**src/core/rcos_regs.svh**
```systemverilog
`ifndef RCOS_REGS_SVH
`define RCOS_REGS_SVH

// Byte addresses on the register bus.
`define RCOS_CTRL_ADDR 12'h018
`define RCOS_STAT_ADDR 12'h01c

// Control register field positions.
`define RCOS_EN_BIT 15
`define RCOS_SRC_HI 14
`define RCOS_SRC_LO 11
`define RCOS_FREQ_HI 10
`define RCOS_FREQ_LO 8
`define RCOS_SQ_HI 5
`define RCOS_SQ_LO 4
`define RCOS_KIND_HI 2
`define RCOS_KIND_LO 0

// Writable bits of the control register; reserved bits read as zero.
`define RCOS_CTRL_WMASK 16'hff37
`define RCOS_CTRL_RESET 16'h0000

// Status register bit positions.
`define RCOS_STAT_GATE_BIT 0
`define RCOS_STAT_PIN_BIT 1
`define RCOS_STAT_RSVD_BIT 2
`define RCOS_STAT_POLICY_BIT 3

// Highest legal codes of the coded fields.
`define RCOS_SRC_MAX 4'h3
`define RCOS_FREQ_MAX 3'h2
`define RCOS_KIND_MAX 3'h1

`endif

```
**src/core/rcos_pkg.sv**
```systemverilog
package rcos_pkg;

  typedef enum logic [1:0] {
    RCOS_SQ_AUTO,
    RCOS_SQ_AUTO_RELAXED,
    RCOS_SQ_LINK_ONLY,
    RCOS_SQ_OFF
  } rcos_squelch_e;

  typedef enum logic [2:0] {
    RCOS_FREQ_25M,
    RCOS_FREQ_125M,
    RCOS_FREQ_31M25
  } rcos_freq_e;

  typedef enum logic [2:0] {
    RCOS_KIND_SERIAL,
    RCOS_KIND_COPPER
  } rcos_kind_e;

  typedef enum logic [1:0] {
    RCOS_SPEED_10,
    RCOS_SPEED_100,
    RCOS_SPEED_1000
  } rcos_speed_e;

  typedef logic [15:0] rcos_ctrl_t;

endpackage : rcos_pkg

```
**src/core/rcos_top.sv**
```systemverilog
`timescale 1ns/1ps
`default_nettype none
`include "rcos_regs.svh"

// How it works
// - Output runs only while the enable bit is one; it resets to zero.
// - Four-bit source code picks port 0 to 3; higher codes are reserved.
// - Frequency code 0 is 25, 1 is 125, 2 is 31.25 MHz; rest reserved.
// - Level 00 holds low on down, unstable, 1000 master, 10, or EEE.
// - Level 01 acts as 00 but passes 1000 master and 10 link-up.
// - Level 01 keeps the clock during EEE while LP_IDLE is received.
// - Level 10 suppresses only while the link is not up.
// - Level 11 never suppresses, even with the link down.
// - A high squelch pin suppresses the output whatever the settings.
// - Kind code 0 picks serial media clock, 1 copper clock; rest reserved.
module rcos_top #(
  parameter int NUM_PORTS = 4
) (
  input wire logic pclk,
  input wire logic presetn,
  input wire logic psel,
  input wire logic penable,
  input wire logic pwrite,
  input wire logic [11:0] paddr,
  input wire logic [31:0] pwdata,
  input wire logic [3:0] pstrb,
  output logic pready,
  output logic [31:0] prdata,
  output logic pslverr,
  input wire logic [NUM_PORTS-1:0] rec_clk_serial,
  input wire logic [NUM_PORTS-1:0] rec_clk_copper,
  input wire logic [NUM_PORTS-1:0] link_up,
  input wire logic [NUM_PORTS-1:0] link_stable,
  input wire logic [2*NUM_PORTS-1:0] link_speed,
  input wire logic [NUM_PORTS-1:0] link_master,
  input wire logic [NUM_PORTS-1:0] eee_active,
  input wire logic [NUM_PORTS-1:0] lp_idle_rx,
  input wire logic clk_squelch_in,
  output logic recovered_clock_out_two,
  output logic clock_gate_open,
  output logic [1:0] src_port_sel,
  output rcos_pkg::rcos_kind_e clock_kind_sel,
  output rcos_pkg::rcos_freq_e freq_sel
);
  import rcos_pkg::*;

  // Refuse port counts that the two-bit source index cannot serve.
  if (NUM_PORTS < 1 || NUM_PORTS > 4) begin : g_bad_ports
    $error("NUM_PORTS must lie between 1 and 4.");
  end

  // Returns one when the squelch policy lets the selected port's clock out.
  function automatic logic policy_pass(
    input rcos_squelch_e level,
    input logic up,
    input logic stable,
    input rcos_speed_e speed,
    input logic master,
    input logic eee,
    input logic lp_idle
  );
    logic no_recovery;
    no_recovery = (speed == RCOS_SPEED_10) ||
                  ((speed == RCOS_SPEED_1000) && master);
    unique case (level)
      RCOS_SQ_AUTO: begin
        policy_pass = up && stable && !no_recovery && !eee;
      end
      RCOS_SQ_AUTO_RELAXED: begin
        policy_pass = up && stable && (!eee || lp_idle);
      end
      RCOS_SQ_LINK_ONLY: begin
        policy_pass = up;
      end
      RCOS_SQ_OFF: begin
        policy_pass = 1'b1;
      end
    endcase
  endfunction : policy_pass

  // Returns one when any coded field of the control word is reserved.
  function automatic logic ctrl_reserved(input rcos_ctrl_t c);
    logic [3:0] src_code;
    src_code = c[`RCOS_SRC_HI:`RCOS_SRC_LO];
    ctrl_reserved = (src_code > `RCOS_SRC_MAX) ||
                    (src_code >= 4'(NUM_PORTS)) ||
                    (c[`RCOS_FREQ_HI:`RCOS_FREQ_LO] > `RCOS_FREQ_MAX) ||
                    (c[`RCOS_KIND_HI:`RCOS_KIND_LO] > `RCOS_KIND_MAX);
  endfunction : ctrl_reserved

  // Squelch pin synchroniser.
  logic pin_meta_reg;
  logic pin_sync_reg;

  always_ff @(posedge pclk or negedge presetn) begin
    if (!presetn) begin
      pin_meta_reg <= 1'b0;
      pin_sync_reg <= 1'b0;
    end else begin
      pin_meta_reg <= clk_squelch_in;
      pin_sync_reg <= pin_meta_reg;
    end
  end

  // Register bus slave state.
  rcos_ctrl_t ctrl_reg;
  rcos_ctrl_t ctrl_next;
  logic pready_reg;
  logic pready_next;
  logic pslverr_reg;
  logic pslverr_next;
  logic [31:0] prdata_reg;
  logic [31:0] prdata_next;
  logic [31:0] stat_word;
  logic setup_phase;
  logic access_done;
  logic addr_ctrl;
  logic addr_stat;
  logic gate_reg;
  logic rsvd_flag;
  logic policy_ok;

  assign setup_phase = psel && !penable;
  assign access_done = psel && penable && pready_reg;
  assign addr_ctrl = (paddr == `RCOS_CTRL_ADDR);
  assign addr_stat = (paddr == `RCOS_STAT_ADDR);

  always_comb begin
    stat_word = 32'h0000_0000;
    stat_word[`RCOS_STAT_GATE_BIT] = gate_reg;
    stat_word[`RCOS_STAT_PIN_BIT] = pin_sync_reg;
    stat_word[`RCOS_STAT_RSVD_BIT] = rsvd_flag;
    stat_word[`RCOS_STAT_POLICY_BIT] = policy_ok;
  end

  always_comb begin
    ctrl_next = ctrl_reg;
    pready_next = 1'b0;
    pslverr_next = 1'b0;
    prdata_next = prdata_reg;
    if (setup_phase) begin
      pready_next = 1'b1;
      pslverr_next = !(addr_ctrl || (addr_stat && !pwrite));
      if (!pwrite && addr_ctrl) begin
        prdata_next = {16'h0000, ctrl_reg};
      end else if (!pwrite && addr_stat) begin
        prdata_next = stat_word;
      end else begin
        prdata_next = 32'h0000_0000;
      end
    end
    if (access_done && pwrite && addr_ctrl) begin
      if (pstrb[0]) begin
        ctrl_next[7:0] = pwdata[7:0] & 8'h37;
      end
      if (pstrb[1]) begin
        ctrl_next[15:8] = pwdata[15:8];
      end
    end
  end

  always_ff @(posedge pclk or negedge presetn) begin
    if (!presetn) begin
      ctrl_reg <= `RCOS_CTRL_RESET;
      pready_reg <= 1'b0;
      pslverr_reg <= 1'b0;
      prdata_reg <= 32'h0000_0000;
    end else begin
      ctrl_reg <= ctrl_next;
      pready_reg <= pready_next;
      pslverr_reg <= pslverr_next;
      prdata_reg <= prdata_next;
    end
  end

  assign pready = pready_reg;
  assign pslverr = pslverr_reg;
  assign prdata = prdata_reg;

  // Clock selection and squelch gating.
  logic [1:0] port_idx;
  logic sel_clk;
  logic gate_next;
  logic out_reg;
  logic out_next;
  logic [1:0] src_reg;
  logic [1:0] src_next;
  rcos_kind_e kind_reg;
  rcos_kind_e kind_next;
  rcos_freq_e freq_reg;
  rcos_freq_e freq_next;

  always_comb begin
    port_idx = ctrl_reg[`RCOS_SRC_LO+1:`RCOS_SRC_LO];
    rsvd_flag = ctrl_reserved(ctrl_reg);
    policy_ok = 1'b0;
    sel_clk = 1'b0;
    if (!rsvd_flag) begin
      policy_ok = policy_pass(
        rcos_squelch_e'(ctrl_reg[`RCOS_SQ_HI:`RCOS_SQ_LO]),
        link_up[port_idx],
        link_stable[port_idx],
        rcos_speed_e'(link_speed[2*port_idx +: 2]),
        link_master[port_idx],
        eee_active[port_idx],
        lp_idle_rx[port_idx]);
      if (ctrl_reg[`RCOS_KIND_LO]) begin
        sel_clk = rec_clk_copper[port_idx];
      end else begin
        sel_clk = rec_clk_serial[port_idx];
      end
    end
    gate_next = ctrl_reg[`RCOS_EN_BIT] && !pin_sync_reg &&
                !rsvd_flag && policy_ok;
    out_next = gate_next && sel_clk;
    src_next = rsvd_flag ? src_reg : port_idx;
    kind_next = rsvd_flag ? kind_reg : rcos_kind_e'(ctrl_reg[2:0]);
    freq_next = rsvd_flag ? freq_reg :
                rcos_freq_e'(ctrl_reg[`RCOS_FREQ_HI:`RCOS_FREQ_LO]);
  end

  always_ff @(posedge pclk or negedge presetn) begin
    if (!presetn) begin
      gate_reg <= 1'b0;
      out_reg <= 1'b0;
      src_reg <= 2'h0;
      kind_reg <= RCOS_KIND_SERIAL;
      freq_reg <= RCOS_FREQ_25M;
    end else begin
      gate_reg <= gate_next;
      out_reg <= out_next;
      src_reg <= src_next;
      kind_reg <= kind_next;
      freq_reg <= freq_next;
    end
  end

  assign recovered_clock_out_two = out_reg;
  assign clock_gate_open = gate_reg;
  assign src_port_sel = src_reg;
  assign clock_kind_sel = kind_reg;
  assign freq_sel = freq_reg;
endmodule : rcos_top
`default_nettype wire

```
**config.mk**
```make
export PLATFORM = sky130hd
export DESIGN_NAME = rcos_top
export DESIGN_NICKNAME = d
export VERILOG_FILES = /design/src/core/rcos_pkg.sv /design/src/core/rcos_top.sv
export VERILOG_INCLUDE_DIRS = /design/src /design/src/core
export SDC_FILE = /design/constraint.sdc
export NUM_CORES = 1
export LEC_CHECK = 0
export ABC_CLOCK_PERIOD_IN_PS = 3900
export BUFFER_PORTS_ARGS = -buffer_cell sky130_fd_sc_hd__buf_4
export CORE_UTILIZATION = 45
export DETAILED_ROUTE_END_ITERATION = 12
export PLACE_DENSITY = 0.85
export SKIP_CTS_REPAIR_TIMING = 1
export SLEW_MARGIN = 40
export SYNTH_ARGS = -nofsm -noshare
export SYNTH_HDL_FRONTEND = slang
export SYNTH_SLANG_ARGS = --single-unit
```
**constraint.sdc**
```tcl
create_clock -name pclk -period 3.9 [get_ports pclk]
set_input_delay 0.78 -clock pclk [delete_from_list [all_inputs] [get_ports pclk]]
set_output_delay 0.78 -clock pclk [all_outputs]
set_load 0.005 [all_outputs]
```
==> run_results.csv <==
group,metric,value,unit
outcome,outcome,"completed",
power,vdd_ir_max,0.2253,mV
placement,gp_routability_congestion,0.6899,
sta,upper_clock_frequency_limit,471.9,MHz
floorplan,ios,134,
logic_synthesis,synth_enable_flop_cells,0,
detailed_routing,routedWlPerCell,15.38,um
clock_tree,cts_root_buffer,"sky130_fd_sc_hd__clkbuf_8",
detailed_routing,antenna_left,0,
power,p_leak,0.001453,uW
sta,setup-tns-final,0,ns
setup_path,critPathBufInv,0,
logic_synthesis,synth.cells.most_frequent,"sky130_fd_sc_hd__dfrtp_1 (41), sky130_fd_sc_hd__buf_4 (18), sky130_fd_sc_hd__mux2_2 (10), sky130_fd_sc_hd__a22o_1 (9), sky130_fd_sc_hd__mux2_1 (8)",
sta,slew_viol_final,0,
floorplan,die-area,4711,um^2
power,power.density,280.1,nW/um^2
clock_tree,clock_tree.buffer_depth,2,
setup_path,critPathLaunchType,"register",
sta,post-route-period-util,0.5434,
logic_synthesis,ys_async_sr_fraction,1.000,
floorplan,floorplan.rows,23,
logic_synthesis,synth_top_cells_by_area,"sky130_fd_sc_hd__dfrtp_1 (51%), sky130_fd_sc_hd__buf_4 (6.8%), sky130_fd_sc_hd__mux4_1 (6.6%)",
cells_and_area,fillers,354,
setup_path,cpMaxStageDelayCell,"sky130_fd_sc_hd__dfrtp_1",
clock_tree,clk_pin_slew,0.07,ns
setup_path,delay_of_the_slowest_cell_on_the_worst_path,0.66,ns
floorplan,initial_core_utilization,0.4822,
logic_synthesis,yosys.area.top_type,"sky130_fd_sc_hd__dfrtp_1",
cells_and_area,insertedDiodeCount,0,
global_routing,first_global_vias,1450,
worst_hold_path,hold_path.class,"register to register",
setup_path,critical_path.top_delay_family,"flip-flops",
global_routing,grt_overflow,0,
floorplan,core_area,4144,um^2
setup_path,required_time_at_the_worst_slack_endpoint,4.06,ns
logic_synthesis,synth-seq-area-share,0.5135,
detailed_routing,num_vias,1506,
placement,dp_hpwl,3462,um
logic_synthesis,synthMostInstantiatedCell,"sky130_fd_sc_hd__dfrtp_1",
global_routing,routing_usage_on_met1,0.2150,
cells_and_area,area_of_combinational_cells_with_multiple_inputs,853.3,um^2
clock_tree,worstSkewPairLatency,0.29,ns
setup_path,cp-end-kind,"register",
global_routing,grt_most_used_layer,"met2",
cells_and_area,final_layout_size_suffix_gt1_frac,0.5101,
setup_path,timing_worst_setup_path_type,"register to register",
detailed_routing,via_per_inst,5.071,
cells_and_area,area_delta_synth_final,37.82,%
logic_synthesis,synthFlopType,"sky130_fd_sc_hd__dfrtp_1",
clock_tree,cts.htree.levels,2,
sta,timing_hold_violations_final,0,
cells_and_area,design.final.nets,336,
logic_synthesis,postSynthCellCount,150,
sta,maximum_clock_skew_at_final_layout,0.005958,ns
setup_path,worstPathArrival,2.28,ns
logic_synthesis,synth_top_area_share,0.5135,
detailed_routing,first_pass_iters,4,
detailed_routing,routed_wirelength,4567,um
global_routing,grt_use_met2,0.3627,
logic_synthesis,synth.cell_area,1998,um^2
detailed_routing,dr.first_iter.drc_count,88,
clock_tree,cts_sinks,41,
sta,max_slew_margin,0.4884,
sta,rsz0062_at_grt,"no",
cells_and_area,register_area,1026,um^2
sta,max_slew.worst_pin.slew,0.7673,ns
floorplan,die_h,68.64,um
logic_synthesis,synth.distinct_cells,43,
power,finalPower,771.5,uW
global_routing,wire_length_of_the_first_global_routing_pass,6541,um
cells_and_area,largest_register_ff_count,14,
logic_synthesis,yosys_warnings,0,
run,maxCapViolations,0,
floorplan,die_width,68.64,um
setup_path,worstPathCellList,"mux4_1, nand2_1, a211oi_1, o311ai_2, o21ai_1",
global_routing,global_route.usage.met3,0.06086,
logic_synthesis,number_of_synthesized_register_bits,41,
placement,port_buffers,94,
global_routing,maximum_number_of_pins_on_one_net_before_global_route_repair,42,
global_routing,grtUsageTotal,0.1977,
global_routing,number_of_antenna_violations_at_the_first_check_in_global_routing,0,
detailed_routing,remaining_drc_errors,0,
setup_path,timing.critical_path.fanout_max,13,
sta,finalSetupViolCount,0,
sta,post-route-min-period,2.119,ns
clock_tree,cts-buffers-inserted,5,
logic_synthesis,syn-mean-instance-area,13.32,um^2
clock_tree,tritoncts,"yes",
==> placed cells by master (no fill, tap or decap), types with 2 or more instances in the layout <==
master                     instances
sky130_fd_sc_hd__buf_4            95
sky130_fd_sc_hd__dfrtp_1          41
sky130_fd_sc_hd__conb_1           18
sky130_fd_sc_hd__mux2_2           10
sky130_fd_sc_hd__a22o_1            9
sky130_fd_sc_hd__mux2_1            8
sky130_fd_sc_hd__inv_1             5
sky130_fd_sc_hd__mux4_1            5
sky130_fd_sc_hd__clkbuf_8          5
sky130_fd_sc_hd__nor2_1            4
sky130_fd_sc_hd__nand2_1           3
sky130_fd_sc_hd__a222oi_1          3
sky130_fd_sc_hd__and2_1            3
sky130_fd_sc_hd__clkbuf_1          3
sky130_fd_sc_hd__nand2b_1          2
sky130_fd_sc_hd__or2b_2            2
sky130_fd_sc_hd__nor2b_1           2
sky130_fd_sc_hd__nor4_1            2
sky130_fd_sc_hd__a21oi_1           2
sky130_fd_sc_hd__nand2_2           2
sky130_fd_sc_hd__nor3_2            2
==> layer usage <==
metal  wire, um  share of wire  vias to the layer above
li1           -              -                      707
met1       1737           0.38                      737
met2       2457           0.54                       58
met3        333          0.073                        4
met4         38         0.0083                        0
met5          0              0                        -
==> final timing paths <==
path	startpoint	end	slack [ns]	cells after the start
max	ctrl_reg[11]	prdata[3]	1.78	5
min	pin_meta_reg	pin_sync_reg	0.36	0
max reg2reg	ctrl_reg[11]	prdata[3]	1.78	5
min reg2reg	pin_meta_reg	pin_sync_reg	0.36	0
max in group asynchronous	presetn	recovered_clock_out_two	3.08	1
min in group asynchronous	presetn	ctrl_reg[12]	0.47	1
==> logic make-up after synthesis <==
| logic type | after synthesis | synth area share |
|---|---|---|
| DFF | 41 | 0.5135 |
| buffers and inverters | 28 | 0.09142 |
| muxes | 25 | 0.1835 |
| AOI/OAI and AO/OA | 21 | 0.09331 |
| other | 1 | 0.001877 |
| and+or+nand+nor | 34 | 0.1165 |
==> cell type report <==
cell class | instances | area share
Clock buffer | 8 | 0.02908
Timing Repair Buffer | 95 | 0.2590
Multi-Input combinational cell | 98 | 0.3099
Inverter | 5 | 0.006815
Sequential cell | 41 | 0.3726
Tap cell | 50 | 0.02272
==> metrics by stage <==
stage | setup slack, ns | util | hold WS, ns | std cells | instance area (um^2)
floorplan | 1.850 | - | 0.3312 | 167 | 2062
global placement | 1.573 | 0.6452 | 0.3362 | 289 | 2674
detailed placement | 1.493 | 0.6452 | 0.3395 | 289 | 2674
CTS | 1.796 | 0.6646 | 0.3567 | 297 | 2754
global route | 1.633 | 0.6646 | 0.3616 | 297 | 2754
finish | 1.781 | 0.6646 | 0.3551 | 297 | 2754
==> power by group <==
part	switching (uW)	internal, uW	leakage, uW
Combinational	29.8	52.9	0.000847
Sequential	0.825	427	0.000566
Clock	134	127	0.0000395
Total	164	607	0.00145
No activity file was read; power rests on OpenSTA's default activity.
